**src/include/motion_pkg.sv**
```systemverilog
package motion_pkg;

  // clock and time units
  localparam int unsigned CLK_HZ        = 100_000_000;
  localparam int unsigned FALL_UNIT_US  = 5000;
  localparam int unsigned STILL_UNIT_S  = 1;
  localparam int unsigned RATE_TOP_HZ   = 3200;
  localparam int unsigned WAKE_TOP_HZ   = 8;
  localparam int unsigned FALL_CYCLES   = CLK_HZ / 1_000_000 * FALL_UNIT_US;
  localparam int unsigned STILL_CYCLES  = CLK_HZ * STILL_UNIT_S;
  localparam int unsigned RATE_CYCLES   = CLK_HZ / RATE_TOP_HZ;
  localparam int unsigned WAKE_CYCLES   = CLK_HZ / WAKE_TOP_HZ;
  localparam logic [3:0]  RATE_MAX_CODE = 4'hf;

  // register offsets
  localparam logic [5:0] A_TAP_LEVEL  = 6'h1d;
  localparam logic [5:0] A_ACT_LEVEL  = 6'h24;
  localparam logic [5:0] A_STILL_LVL  = 6'h25;
  localparam logic [5:0] A_STILL_DUR  = 6'h26;
  localparam logic [5:0] A_AXIS_CFG   = 6'h27;
  localparam logic [5:0] A_FALL_THR   = 6'h28;
  localparam logic [5:0] A_FALL_DUR   = 6'h29;
  localparam logic [5:0] A_TAP_AXES   = 6'h2a;
  localparam logic [5:0] A_SRC_FLAGS  = 6'h2b;
  localparam logic [5:0] A_BW_CFG     = 6'h2c;
  localparam logic [5:0] A_PWR_CFG    = 6'h2d;

  // writable masks and reset values
  localparam logic [7:0] TAP_AXES_MASK = 8'h0f;
  localparam logic [7:0] BW_MASK       = 8'h1f;
  localparam logic [7:0] PWR_MASK      = 8'h3f;
  localparam logic [7:0] BW_RESET      = 8'h0a;
  localparam logic [7:0] ZERO_RESET    = 8'h00;

  // field positions
  localparam int ACT_COUPLE_BIT   = 7;
  localparam int STILL_COUPLE_BIT = 3;
  localparam int TAP_SUPPRESS_BIT = 3;
  localparam int ASLEEP_BIT       = 3;
  localparam int LOW_POWER_BIT    = 4;
  localparam int LINK_BIT         = 5;
  localparam int AUTO_SLEEP_BIT   = 4;
  localparam int MEASURE_BIT      = 3;
  localparam int SLEEP_BIT        = 2;

  // threshold lsb is 16 sample lsbs
  localparam int THR_SHIFT = 4;

  typedef struct packed {
    logic signed [15:0] x;
    logic signed [15:0] y;
    logic signed [15:0] z;
  } accel_t;

  typedef struct packed {
    logic       wr;
    logic       rd;
    logic [5:0] addr;
    logic [7:0] wdata;
  } reg_req_t;

  typedef enum logic {PHASE_STILL, PHASE_ACT} phase_t;

endpackage : motion_pkg

```
**src/design/motion_event_power_control.sv**
```systemverilog
// What this block does
// [RULE1] coupling bit 0 compares magnitude, 1 compares against a reference
// [RULE2] ac activity latches start reference, fires on larger difference
// [RULE3] ac stillness reloads reference on exceed, fires after quiet duration
// [RULE4] axis enable 1 joins detection; no axes enabled disables function
// [RULE5] activity fires when any enabled axis exceeds activity level
// [RULE6] stillness needs every enabled axis below level for whole duration
// [RULE7] fall threshold is eight bits at 62.5 mg, checked on all axes
// [RULE8] fall event after all axes low for fall_duration times 5 ms
// [RULE9] host avoids zero fall settings; threshold 0x05-0x09, time 0x14-0x46
// [RULE10] tap axis register: upper zeros, suppress at D3, axis enables D2-D0
// [RULE11] source bits show axes of latest event, overwritten not cleared
// [RULE12] a removed axis loses its source bit at the next event
// [RULE13] host reads source flags before clearing the interrupt
// [RULE14] asleep flag at D3, set only while auto sleep is configured, cleared whenever it is not
// [RULE15] rate register: zeros above, low power D4, rate D3-D0, reset 0x0a
// [RULE16] low power bit 0 normal, 1 reduced power with more noise
// [RULE17] host picks a rate its serial link can keep up with
// [RULE18] link bit chains activity after stillness; cleared means concurrent
// [RULE19] linked auto sleep sleeps on stillness, wakes on activity
// [RULE20] measure bit 0 standby, 1 measure; standby after power up
// [RULE21] sleep mutes data ready and fifo, keeps only activity, wakeup rate
// [RULE22] host goes standby then measure when clearing link or sleep bits
// [RULE23] wakeup code 0..3 gives 8, 4, 2, 1 Hz sleep sampling
// [RULE24] axis cfg: act coupling D7, act axes D6-D4, still D3, D2-D0
// [RULE25] detection and timers advance on sample tick and unit ticks
module motion_event_power_control
  import motion_pkg::*;
#(
  parameter int unsigned RATE_TOP_CYC  = RATE_CYCLES,
  parameter int unsigned WAKE_TOP_CYC  = WAKE_CYCLES,
  parameter int unsigned FALL_UNIT_CYC = FALL_CYCLES,
  parameter int unsigned STILL_UNIT_CYC = STILL_CYCLES
) (
  input  wire logic     i_clk_sys,      // system clock
  input  wire logic     i_arst_n,       // async reset, active low
  input  wire reg_req_t i_reg,          // register request
  output logic [7:0]    o_reg_rdata,    // read data, one cycle after rd
  input  wire accel_t   i_accel,        // current acceleration
  input  wire logic     i_tap_event,    // tap event pulse
  input  wire logic [2:0] i_tap_axes,   // first axes of that tap
  output logic          o_sample_tick,  // sample strobe
  output logic          o_act_event,    // activity pulse
  output logic          o_still_event,  // stillness pulse
  output logic          o_fall_event,   // free-fall pulse
  output logic          o_asleep,       // asleep flag, set by auto sleep only
  output logic          o_measuring,    // measure mode
  output logic          o_low_power,    // reduced power select
  output logic          o_ready_en,     // data ready allowed
  output logic          o_fifo_wr_en,   // fifo writes allowed
  output logic [2:0]    o_tap_axis_en,  // tap axes to tap engine
  output logic          o_tap_suppress, // double tap suppress
  output logic [7:0]    o_tap_level     // tap level to tap engine
);

  ////////////////////////////////////////////////////////////////////////
  logic       rst_q1, rst_n;
  logic [7:0] activity_level, stillness_level, stillness_duration;
  logic [7:0] motion_axis_cfg, fall_threshold, fall_duration;
  logic [7:0] tap_axis_select, bandwidth_power_cfg, power_mode_cfg;
  logic [7:0] tap_level;
  logic [2:0] activity_axis_hit, tap_axis_hit;
  logic       asleep;
  phase_t     phase;

  always_ff @(posedge i_clk_sys or negedge i_arst_n) begin
    if (!i_arst_n) begin
      rst_q1 <= 1'b0;
      rst_n  <= 1'b0;
    end else begin
      rst_q1 <= 1'b1;
      rst_n  <= rst_q1;
    end
  end

  ////////////////////////////////////////////////////////////////////////
  always_ff @(posedge i_clk_sys or negedge rst_n) begin
    if (!rst_n) begin
      tap_level           <= ZERO_RESET;
      activity_level      <= ZERO_RESET;
      stillness_level     <= ZERO_RESET;
      stillness_duration  <= ZERO_RESET;
      motion_axis_cfg     <= ZERO_RESET;
      fall_threshold      <= ZERO_RESET;
      fall_duration       <= ZERO_RESET;
      tap_axis_select     <= ZERO_RESET;
      bandwidth_power_cfg <= BW_RESET;                    // see [RULE15]
      power_mode_cfg      <= ZERO_RESET;                  // see [RULE20]
    end else if (i_reg.wr) begin
      unique case (i_reg.addr)
        A_TAP_LEVEL: tap_level          <= i_reg.wdata;
        A_ACT_LEVEL: activity_level     <= i_reg.wdata;
        A_STILL_LVL: stillness_level    <= i_reg.wdata;
        A_STILL_DUR: stillness_duration <= i_reg.wdata;
        A_AXIS_CFG:  motion_axis_cfg    <= i_reg.wdata;  // see [RULE24]
        A_FALL_THR:  fall_threshold     <= i_reg.wdata;  // see [RULE7]
        A_FALL_DUR:  fall_duration      <= i_reg.wdata;  // see [RULE8]
        A_TAP_AXES:
          tap_axis_select <= i_reg.wdata & TAP_AXES_MASK; // see [RULE10]
        A_BW_CFG:
          bandwidth_power_cfg <= i_reg.wdata & BW_MASK;   // see [RULE15]
        A_PWR_CFG:   power_mode_cfg <= i_reg.wdata & PWR_MASK;
        default: ;
      endcase
    end
  end

  logic [7:0] src_flags, next_rdata;
  assign src_flags = {1'b0, activity_axis_hit, asleep, tap_axis_hit};

  always_comb begin
    unique case (i_reg.addr)
      A_TAP_LEVEL: next_rdata = tap_level;
      A_ACT_LEVEL: next_rdata = activity_level;
      A_STILL_LVL: next_rdata = stillness_level;
      A_STILL_DUR: next_rdata = stillness_duration;
      A_AXIS_CFG:  next_rdata = motion_axis_cfg;
      A_FALL_THR:  next_rdata = fall_threshold;
      A_FALL_DUR:  next_rdata = fall_duration;
      A_TAP_AXES:  next_rdata = tap_axis_select;
      A_SRC_FLAGS: next_rdata = src_flags;              // see [RULE14]
      A_BW_CFG:    next_rdata = bandwidth_power_cfg;
      A_PWR_CFG:   next_rdata = power_mode_cfg;
      default:     next_rdata = ZERO_RESET;
    endcase
  end

  always_ff @(posedge i_clk_sys or negedge rst_n) begin
    if (!rst_n) o_reg_rdata <= ZERO_RESET;
    else if (i_reg.rd) o_reg_rdata <= next_rdata;
  end

  ////////////////////////////////////////////////////////////////////////
  // mode decode
  logic [2:0] activity_axis_en, stillness_axis_en;
  logic       activity_coupling, stillness_coupling;
  logic       act_on, still_on, link_on, auto_on, measuring, sleeping;
  logic       act_run, still_run, fall_run;

  assign activity_coupling  = motion_axis_cfg[ACT_COUPLE_BIT];
  assign stillness_coupling = motion_axis_cfg[STILL_COUPLE_BIT];
  assign activity_axis_en   = motion_axis_cfg[6:4];
  assign stillness_axis_en  = motion_axis_cfg[2:0];
  assign act_on    = |activity_axis_en;                    // see [RULE4]
  assign still_on  = |stillness_axis_en;                   // see [RULE4]
  assign link_on   = power_mode_cfg[LINK_BIT] & act_on & still_on;
  assign auto_on   = link_on & power_mode_cfg[AUTO_SLEEP_BIT];
  assign measuring = power_mode_cfg[MEASURE_BIT];          // see [RULE20]
  assign sleeping  = power_mode_cfg[SLEEP_BIT] | asleep;
  assign act_run   = measuring & act_on
                   & (!link_on | phase == PHASE_ACT);      // see [RULE18]
  assign still_run = measuring & still_on & !sleeping
                   & (!link_on | phase == PHASE_STILL);    // see [RULE21]
  assign fall_run  = measuring & !sleeping;                // see [RULE21]

  ////////////////////////////////////////////////////////////////////////
  // sample and unit tick dividers
  logic [31:0] period, smp_cnt, fall_cnt_clk, still_cnt_clk;
  logic        fall_tick, sec_tick;

  always_comb begin
    if (sleeping)                                          // see [RULE23]
      period = 32'(WAKE_TOP_CYC) << power_mode_cfg[1:0];
    else
      period = 32'(RATE_TOP_CYC) << (RATE_MAX_CODE - bandwidth_power_cfg[3:0]);
  end

  always_ff @(posedge i_clk_sys or negedge rst_n) begin
    if (!rst_n) begin
      smp_cnt       <= '0;
      o_sample_tick <= 1'b0;
    end else begin
      o_sample_tick <= 1'b0;
      if (!measuring) smp_cnt <= '0;
      else if (smp_cnt >= period - 32'd1) begin           // see [RULE25]
        smp_cnt       <= '0;
        o_sample_tick <= 1'b1;
      end else smp_cnt <= smp_cnt + 32'd1;
    end
  end

  always_ff @(posedge i_clk_sys or negedge rst_n) begin
    if (!rst_n) begin
      fall_cnt_clk  <= '0;
      still_cnt_clk <= '0;
    end else begin
      fall_cnt_clk  <= (!measuring || fall_tick) ? '0 : fall_cnt_clk + 32'd1;
      still_cnt_clk <= (!measuring || sec_tick) ? '0 : still_cnt_clk + 32'd1;
    end
  end
  assign fall_tick = fall_cnt_clk == 32'(FALL_UNIT_CYC) - 32'd1;
  assign sec_tick  = still_cnt_clk == 32'(STILL_UNIT_CYC) - 32'd1;

  ////////////////////////////////////////////////////////////////////////
  // per-axis comparisons
  function automatic logic [16:0] magn(input logic signed [16:0] v);
    magn = v[16] ? 17'(-v) : 17'(v);
  endfunction : magn

  function automatic logic [16:0] scale(input logic [7:0] t);
    scale = 17'(t) << THR_SHIFT;
  endfunction : scale

  logic signed [15:0] cur [3];
  logic signed [15:0] act_ref [3];
  logic signed [15:0] still_ref [3];
  logic [2:0] act_hit, still_over, fall_low;

  assign cur[0] = i_accel.x;
  assign cur[1] = i_accel.y;
  assign cur[2] = i_accel.z;

  for (genvar a = 0; a < 3; a++) begin : g_axis
    logic [16:0] mag, act_d, still_d;
    assign mag     = magn(17'(cur[a]));
    assign act_d   = activity_coupling                    // see [RULE1]
                   ? magn(17'(cur[a]) - 17'(act_ref[a])) : mag;
    assign still_d = stillness_coupling
                   ? magn(17'(cur[a]) - 17'(still_ref[a])) : mag;
    assign act_hit[a]    = activity_axis_en[2-a]
                         & (act_d > scale(activity_level));
    assign still_over[a] = stillness_axis_en[2-a]
                         & (still_d >= scale(stillness_level));
    assign fall_low[a]   = mag < scale(fall_threshold);   // see [RULE7]
  end

  ////////////////////////////////////////////////////////////////////////
  // activity
  logic act_armed, act_fire;
  assign act_fire = act_run & o_sample_tick & (|act_hit)  // see [RULE5]
                  & (act_armed | !activity_coupling);     // see [RULE2]

  always_ff @(posedge i_clk_sys or negedge rst_n) begin
    if (!rst_n) begin
      act_armed <= 1'b0;
      act_ref   <= '{default: '0};
    end else if (!act_run || act_fire) act_armed <= 1'b0;
    else if (o_sample_tick && !act_armed) begin
      act_armed <= 1'b1;
      act_ref   <= cur;                                   // see [RULE2]
    end
  end

  ////////////////////////////////////////////////////////////////////////
  // stillness
  logic       still_armed, still_quiet, still_done, still_fire;
  logic [7:0] still_secs;
  assign still_fire = still_run & still_quiet & !still_done
                    & (still_secs >= stillness_duration); // see [RULE6]

  always_ff @(posedge i_clk_sys or negedge rst_n) begin
    if (!rst_n) begin
      still_armed <= 1'b0;
      still_quiet <= 1'b0;
      still_done  <= 1'b0;
      still_secs  <= '0;
      still_ref   <= '{default: '0};
    end else if (!still_run) begin
      still_armed <= 1'b0;
      still_quiet <= 1'b0;
      still_done  <= 1'b0;
      still_secs  <= '0;
    end else begin
      if (still_fire) still_done <= 1'b1;
      if (o_sample_tick) begin
        if (!still_armed || (|still_over)) begin          // see [RULE3]
          still_armed <= 1'b1;
          still_ref   <= cur;
        end
        still_quiet <= still_armed & ~|still_over;        // see [RULE6]
        if (!still_armed || (|still_over)) begin
          still_secs <= '0;
          still_done <= 1'b0;
        end
      end else if (sec_tick && still_quiet && still_secs != 8'hff)
        still_secs <= still_secs + 8'd1;                  // see [RULE25]
    end
  end

  ////////////////////////////////////////////////////////////////////////
  // free fall
  logic       fall_quiet, fall_done, fall_fire;
  logic [7:0] fall_units;
  assign fall_fire = fall_run & fall_quiet & !fall_done
                   & (fall_units >= fall_duration);       // see [RULE8]

  always_ff @(posedge i_clk_sys or negedge rst_n) begin
    if (!rst_n) begin
      fall_quiet <= 1'b0;
      fall_done  <= 1'b0;
      fall_units <= '0;
    end else if (!fall_run) begin
      fall_quiet <= 1'b0;
      fall_done  <= 1'b0;
      fall_units <= '0;
    end else begin
      if (fall_fire) fall_done <= 1'b1;
      if (o_sample_tick) begin
        fall_quiet <= &fall_low;                          // see [RULE7]
        if (!(&fall_low)) begin
          fall_units <= '0;
          fall_done  <= 1'b0;
        end
      end else if (fall_tick && fall_quiet && fall_units != 8'hff)
        fall_units <= fall_units + 8'd1;                  // see [RULE8]
    end
  end

  ////////////////////////////////////////////////////////////////////////
  // link phase, auto sleep, source flags
  always_ff @(posedge i_clk_sys or negedge rst_n) begin
    if (!rst_n) phase <= PHASE_STILL;
    else if (!link_on || !measuring) phase <= PHASE_STILL;
    else if (still_fire) phase <= PHASE_ACT;              // see [RULE18]
    else if (act_fire) phase <= PHASE_STILL;              // see [RULE18]
  end

  always_ff @(posedge i_clk_sys or negedge rst_n) begin
    if (!rst_n) asleep <= 1'b0;
    else if (!auto_on) asleep <= 1'b0;                    // see [RULE14]
    else if (still_fire) asleep <= 1'b1;                  // see [RULE19]
    else if (act_fire) asleep <= 1'b0;                    // see [RULE19]
  end

  always_ff @(posedge i_clk_sys or negedge rst_n) begin
    if (!rst_n) begin
      activity_axis_hit <= '0;
      tap_axis_hit      <= '0;
    end else begin
      if (act_fire)                                       // see [RULE11]
        activity_axis_hit <= {act_hit[0], act_hit[1],     // see [RULE12]
                              act_hit[2]};
      if (i_tap_event)                                    // see [RULE11]
        tap_axis_hit <= i_tap_axes & tap_axis_select[2:0]; // see [RULE12]
    end
  end

  always_ff @(posedge i_clk_sys or negedge rst_n) begin
    if (!rst_n) begin
      o_act_event   <= 1'b0;
      o_still_event <= 1'b0;
      o_fall_event  <= 1'b0;
    end else begin
      o_act_event   <= act_fire;
      o_still_event <= still_fire;
      o_fall_event  <= fall_fire;
    end
  end

  assign o_asleep       = asleep;
  assign o_measuring    = measuring;
  assign o_low_power    = bandwidth_power_cfg[LOW_POWER_BIT]; // see [RULE16]
  assign o_ready_en     = measuring & !sleeping;          // see [RULE21]
  assign o_fifo_wr_en   = measuring & !sleeping;          // see [RULE21]
  assign o_tap_axis_en  = tap_axis_select[2:0];           // see [RULE10]
  assign o_tap_suppress = tap_axis_select[TAP_SUPPRESS_BIT];
  assign o_tap_level    = tap_level;

endmodule : motion_event_power_control

```
**config.mk**
```make
export PLATFORM = sky130hd
export DESIGN_NAME = motion_event_power_control
export DESIGN_NICKNAME = d
export VERILOG_FILES = /design/src/include/motion_pkg.sv /design/src/design/motion_event_power_control.sv
export SDC_FILE = /design/constraint.sdc
export NUM_CORES = 1
export LEC_CHECK = 0
export BUFFER_PORTS_ARGS = -buffer_cell sky130_fd_sc_hd__buf_2
export CAP_MARGIN = 10
export CORE_MARGIN = 2
export CORE_UTILIZATION = 60
export CTS_CLUSTER_DIAMETER = 120
export DETAILED_ROUTE_END_ITERATION = 16
export GPL_TIMING_DRIVEN = 0
export PLACE_DENSITY = 0.82
export SLEW_MARGIN = 5
export SYNTH_ARGS = -nofsm -noshare
export SYNTH_HDL_FRONTEND = slang
export SYNTH_SLANG_ARGS = --single-unit
```
**constraint.sdc**
```tcl
create_clock -name i_clk_sys -period 11.3 [get_ports i_clk_sys]
set_input_delay 0.565 -clock i_clk_sys [delete_from_list [all_inputs] [get_ports i_clk_sys]]
set_output_delay 0.565 -clock i_clk_sys [all_outputs]
set_load 0.05 [all_outputs]
```
==> results.ini, run 1 <==
[synth]
synthCells = 3030
netlist_area_um2 = 26200
async_reset_ff_frac = 1.00
avgSynthCellArea_um2 = 8.66
yosysTopAreaCellShare = 0.291
yosysTopAreaCell = dfrtp_1
yosysSeqAreaShare = 0.293
synthFlopType = dfrtp_1
synth-seq-cells = 307
synthDistinctLibCells = 108
yosys_warnings = 0
synth_area_leaders = dfrtp_1 29%, ha_1 11%, mux2_2 5.2%, xnor2_1 4.1%, nor2_1 3.9%
synth-edff-count = 0

[cells_and_area]
n_fill_cell = 3520
drive_gt1_frac = 0.119
utilization = 0.671
n_antenna_cell = 0
areaGrowthSynthToFinish_pct = 10.2
layout_common_cells = 304 x dfrtp_1, 274 x nor2_1, 231 x ha_1
seq_area_um2 = 7690
multi_input_area_um2 = 17300
design_area_um2 = 28900
final_nets = 3474
final_common_cell = dfrtp_1

[setup_path]
rr_startpoint = act_ref[0]
crit_fanout = 10
crit_type = flop to flop
cp_top_family = compound AO/OA/AOI/OAI gates
critPathSlowestCell = a2111oi_2
arrival_ns = 8.08
crit_top_cell = a21oi_1
cp-end-kind = flop
worst-r2r-setup-slack_ns = 3.66
r2r_end = act_ref[43]
worstPathRequired_ns = 11.75
rr_worst_depth = 28
start_kind = flop
worst_path_largest_cell_delay_ns = 0.63
cp.buffers_inverters = 4

[floorplan]
die_w_um = 213
initial_core_util = 0.609
ios = 99
die_y_um = 213
core_area_um2 = 43100
rows = 76
dieArea_um2 = 45400

[placement]
gp_congestion = 0.949
placed_cell_area_um2 = 27600
portBuffers = 90
place_hpwl_um = 57600

[timing]
finalCritPeriodShare = 0.676
fmax_ghz = 0.131
rsz0062_at_grt = false
finalSetupTns_ns = 0
slew_violations = 0
relSlewSlack = 0.256
setup_violations = 0
final-hold-violation-count = 0
worstMarginPinSlew_ns = 1.11
layout_min_cycle_time_ns = 7.64
fin_skew_ns = 0.0306

[clock_network]
post-cts-setup-buffers = 0
clock_latency_ns = 0.59
root_buffer = clkbuf_16
cts_sinks = 307
cts_tree = yes
cts_buffers = 37
h-tree-depth = 2
hold_buffers = 1
clk_pin_slew_worst_paths_ns = 0.06
ctsLongestPathBuffers = 3
cts-resized-gates = 0

[global_routing]
grt_pass1_vias = 23300
grt_use_total = 0.338
use_met3 = 0.0572
grt_use_met2 = 0.559
grt_overflow_total = 0
grt_pass1_wl_um = 122000
antenna_found_initial = 2
grt_max_degree = 62
gr-usage-met1 = 0.443
busiest_layer = met2

[routing]
dr.pass1.iters = 8
vias = 24200
wl_um = 76500
via_per_inst = 6.40
first_iter_violations = 2619
wl_per_cell_um = 20.2
postRouteAntennaNets = 0
drc = 0

[job]
cap_viol_max_count = 0

[worst_hold_path]
min_from = i_tap_axes[0]
worstHoldEndpoint = tap_axis_hit[0]
holdPathStages = 3
hold_path.class = input port to flop

[run_status]
status = finished, final reports clean

[power]
p_seq_frac = 0.325
p_leak_uw = 0.0127
p_sw_frac = 0.356
power_frac_clock = 0.354
finalPower_uw = 3750
power_density_nw_per_um2 = 130
ir_worst_vdd_v = 0.000119
p_int_uw = 2410
p_switching_uw = 1330
pwr-share-comb = 0.321

## flip-flops by register name, indices dropped and copies added (netlist names), 32 cells and up
register and count:
still_cnt_clk 32, fall_cnt_clk 32, still_ref 48, act_ref 48, smp_cnt 32
## synthesized netlist by cell type, types with 54 or more instances
master / instances
nand2_1: 214
mux2_2: 121
dfrtp_1: 305
xor2_1: 113
and3_1: 54
nor3_1: 61
nand3_1: 104
clkbuf_1: 78
inv_1: 191
a21oi_1: 193
ha_1: 231
xnor2_1: 122
a21o_1: 58
nor2_1: 274
o21ai_0: 157
## layer usage
metal | up-vias | share of wire
li1 | 11300 | -
met1 | 11600 | 0.41
met2 | 1054 | 0.46
met3 | 241 | 0.083
met4 | 4 | 0.041
met5 | - | 0.00037
## logic make-up after synthesis
| kind of cell | after synthesis | synth area share |
|---|---|---|
| xor+xnor | 236 | 0.0791 |
| fa+ha+maj | 237 | 0.115 |
| other cells | 1 | 0.000143 |
| flops | 307 | 0.293 |
| compound gates | 740 | 0.186 |
| buf+inv | 300 | 0.0461 |
| simple gates | 1027 | 0.199 |
| mux | 182 | 0.0817 |
## through the flow
step / worst slack, ns / hold WS (ns) / instances
2_1_floorplan: 2.11 / 0.269 / 3032
3_3_place_gp: -1.46 / 0.335 / 3707
3_5_place_dp: 3.41 / 0.340 / 3712
4_1_cts: 3.84 / 0.218 / 3779
5_1_grt: 3.44 / 0.238 / 3779
6_report: 3.66 / 0.222 / 3779
## worst min-delay path: cells and delay by family
kind	cells	cell delay (ns)
buffers and inverters	1	0.07
AND/OR/NAND/NOR	1	0.06
AO/OA/AOI/OAI	1	0.07
## power groups by stage
stage	sequential [uW]	combinational, uW	clock, uW
final	1220	1200	1330
after global routing	1220	1320	1380
after CTS	1220	1170	1340
after detailed placement	1230	1160	0
after global placement	1250	1100	0
after floorplan	1250	815	0
## cell type report
class,count,share of cell area
inverters,193,0.0251
clock inverters,15,0.00904
plain buffers,107,0.0168
flip-flops and latches,307,0.266
well taps,585,0.0253
repair buffers,96,0.0207
clock buffers,51,0.0373
multi-input cells,2425,0.600
## worst max-delay path by stage
stage	from	endpoint	slack, ns	cells after the start
after floorplan	rst_n	act_armed	2.11	0
after global placement	rst_n	still_ref[41]	-1.46	0
after detailed placement	i_accel[0]	act_ref[44]	3.41	30
after CTS	act_ref[0]	act_ref[43]	3.84	28
after global routing	act_ref[0]	act_ref[46]	3.44	28
final	act_ref[0]	act_ref[43]	3.66	28
No activity file was read; power rests on OpenSTA's default activity.
==> inputs of run 2 (changes only) <==
CORE_UTILIZATION = 58   (was 60)
clock period = 6.1 ns   (was 11.3 ns; I/O delays follow)
==> results.ini, run 2 (synthesized netlist as in run 1, its figures left out) <==
[clock_network]
cts_buffers = 40  ; +8.1%
clock_latency_ns = 0.58  ; about the same
ctsLongestPathBuffers = 3  ; unchanged
h-tree-depth = 2  ; unchanged
cts_sinks = 307  ; unchanged
clk_pin_slew_worst_paths_ns = 0.06  ; about the same
root_buffer = clkbuf_16
cts_tree = yes

[setup_path]
crit_fanout = 8  ; -2
arrival_ns = 6.62  ; -1.46 ns
crit_top_cell = buf_12
cp_top_family = simple AND/OR/NAND/NOR gates
cp.buffers_inverters = 4  ; unchanged
start_kind = flop
worstPathRequired_ns = 6.55  ; -5.20 ns
critPathSlowestCell = or4b_4
crit_type = flop to flop
worst_path_largest_cell_delay_ns = 0.57  ; -0.06 ns
cp-end-kind = flop

[global_routing]
grt_use_total = 0.330  ; -0.00821
grt_pass1_vias = 24000  ; +2.8%
grt_max_degree = 68  ; +9.7%
grt_pass1_wl_um = 126000  ; +3.0%
grt_overflow_total = 0  ; unchanged
antenna_found_initial = 1  ; -1

[cells_and_area]
drive_gt1_frac = 0.161  ; +0.0420
design_area_um2 = 30200  ; +4.6%
reg.largest.list = act_ref: 48 flops, still_ref: 48 flops
areaGrowthSynthToFinish_pct = 15.2
multi_input_area_um2 = 18000  ; +4.0%
layout_common_cells = 304 x dfrtp_1, 272 x nor2_1, 225 x ha_1
final_common_cell = dfrtp_1
final_nets = 3528  ; +1.6%
n_fill_cell = 3472  ; -1.4%
seq_area_um2 = 7690  ; unchanged

[power]
finalPower_uw = 7120  ; +90%
p_leak_uw = 0.0132  ; +4.0%
power_density_nw_per_um2 = 236  ; +82%
ir_worst_vdd_v = 0.000209  ; +76%

[timing]
final-hold-violation-count = 0  ; unchanged
fmax_ghz = 0.162  ; +24%
layout_min_cycle_time_ns = 6.17  ; -1.47 ns
slew_violations = 0  ; unchanged
holdWs_ns = 0.0322  ; -0.190 ns
worstMarginPinSlew_ns = 1.24  ; +0.137 ns
rsz0062_at_grt = true
setup_violations = 49  ; +49
finalCritPeriodShare = 1.01  ; +0.335
relSlewSlack = 0.170  ; -0.0864
fin_ws_ns = -0.0679  ; -3.73 ns
finalSetupTns_ns = -1.35  ; -1.35 ns
fin_skew_ns = 0.0283  ; -0.00231 ns

[routing]
wl_um = 79500  ; +4.0%
drc = 0  ; unchanged
vias = 24700  ; +2.1%
wl_per_cell_um = 20.7  ; +2.3%
via_per_inst = 6.42  ; +0.38%
dr.pass1.iters = 5  ; -3
first_iter_violations = 2652  ; +1.3%
postRouteAntennaNets = 0  ; unchanged

[run_status]
status = finished with violations
failed_checks = negative setup slack

[floorplan]
rows = 77  ; +1.3%
dieArea_um2 = 46900  ; +3.4%
initial_core_util = 0.591  ; -0.0183
die_y_um = 217  ; +1.7%
die_w_um = 217  ; +1.7%
core_area_um2 = 44400  ; +3.1%
ios = 99  ; unchanged

[job]
cap_viol_max_count = 0  ; unchanged

[placement]
gp_congestion = 0.983  ; +3.5%
place_hpwl_um = 57100  ; -0.78%
portBuffers = 90  ; unchanged
placed_cell_area_um2 = 27500  ; about the same

[worst_hold_path]
hold_path.class = input port to flop

==> run 2: worst reg2reg max path, cell delays in order (launching register included) <==
cell      delay [ns]
dfrtp_1         0.42
ha_4            0.19
fa_2            0.39
nand2b_4        0.18
a21o_1          0.23
a311oi_4        0.31
nand4b_1        0.24
or4_4           0.53
buf_6           0.15
nor3_4          0.10
nor2_1          0.07
xnor2_1         0.18
a21oi_1         0.09
ha_1            0.32
nand4_1         0.09
nor2_1          0.10
nand2_1         0.09
or4b_4          0.57
nand3_2         0.10
o311ai_2        0.10
o211ai_1        0.37
o21ai_4         0.15
a211oi_4        0.29
buf_12          0.17
buf_12          0.15
buf_12          0.16
mux2_4          0.31
==> run 2: final cells by class <==
cell class,count,area share
Clock buffer,52,0.0370
Buffer,102,0.0176
Tap cell,592,0.0245
Antenna cell,1,0.0000828
Timing Repair Buffer,152,0.0376
Sequential cell,307,0.254
Inverter,193,0.0240
Multi-Input combinational cell,2425,0.597
Clock inverter,19,0.00815
==> run 2: path summary, 6_finish.rpt <==
path / startpoint / end / slack, ns / cells past startpoint
worst min register to register: rst_q1 / rst_n / 0.35 / 0
worst max-delay path: still_ref[32] / still_ref[42] / -0.07 / 26
max in group asynchronous: rst_n / act_ref[35] / 4.49 / 2
worst max register to register: still_ref[32] / still_ref[42] / -0.07 / 26
worst min-delay path: i_tap_event / tap_axis_hit[1] / 0.03 / 2
min in group asynchronous: i_arst_n / rst_q1 / 0.06 / 2
==> run 2: where the power goes <==
| part | internal (uW) | total (uW) | switching, uW |
|---|---|---|---|
| clock network | 1510 | 2490 | 984 |
| logic | 896 | 2370 | 1470 |
| registers | 2150 | 2270 | 120 |
| total | 4550 | 7120 | 2570 |
==> run 2: stage by stage <==
step	worst slack, ns	cells	util
after global placement	-1.45	3714	0.618
after global routing	-0.237	3843	0.681
after detailed placement	-1.58	3718	0.620
final	-0.0679	3843	0.681
after floorplan	0.356	3032	-
after CTS	-0.0718	3828	0.665
==> run 2: per-layer routing <==
layer / GRT usage / routed length [um] / vias up
li1: - / - / 11400
met1: 0.434 / 33300 / 11900
met2: 0.534 / 36000 / 1073
met3: 0.0591 / 6330 / 304
met4: 0.143 / 3950 / 0
met5: 0 / 0 / -
==> run 2: repair_timing <==
item	CTS	global route
endpoints found under the hold margin	5	0
pin swaps	24	40
gates resized for setup	62	121
hold buffers	4	0
setup endpoints to repair	108	133
setup buffers	35	16
cloned	2	1
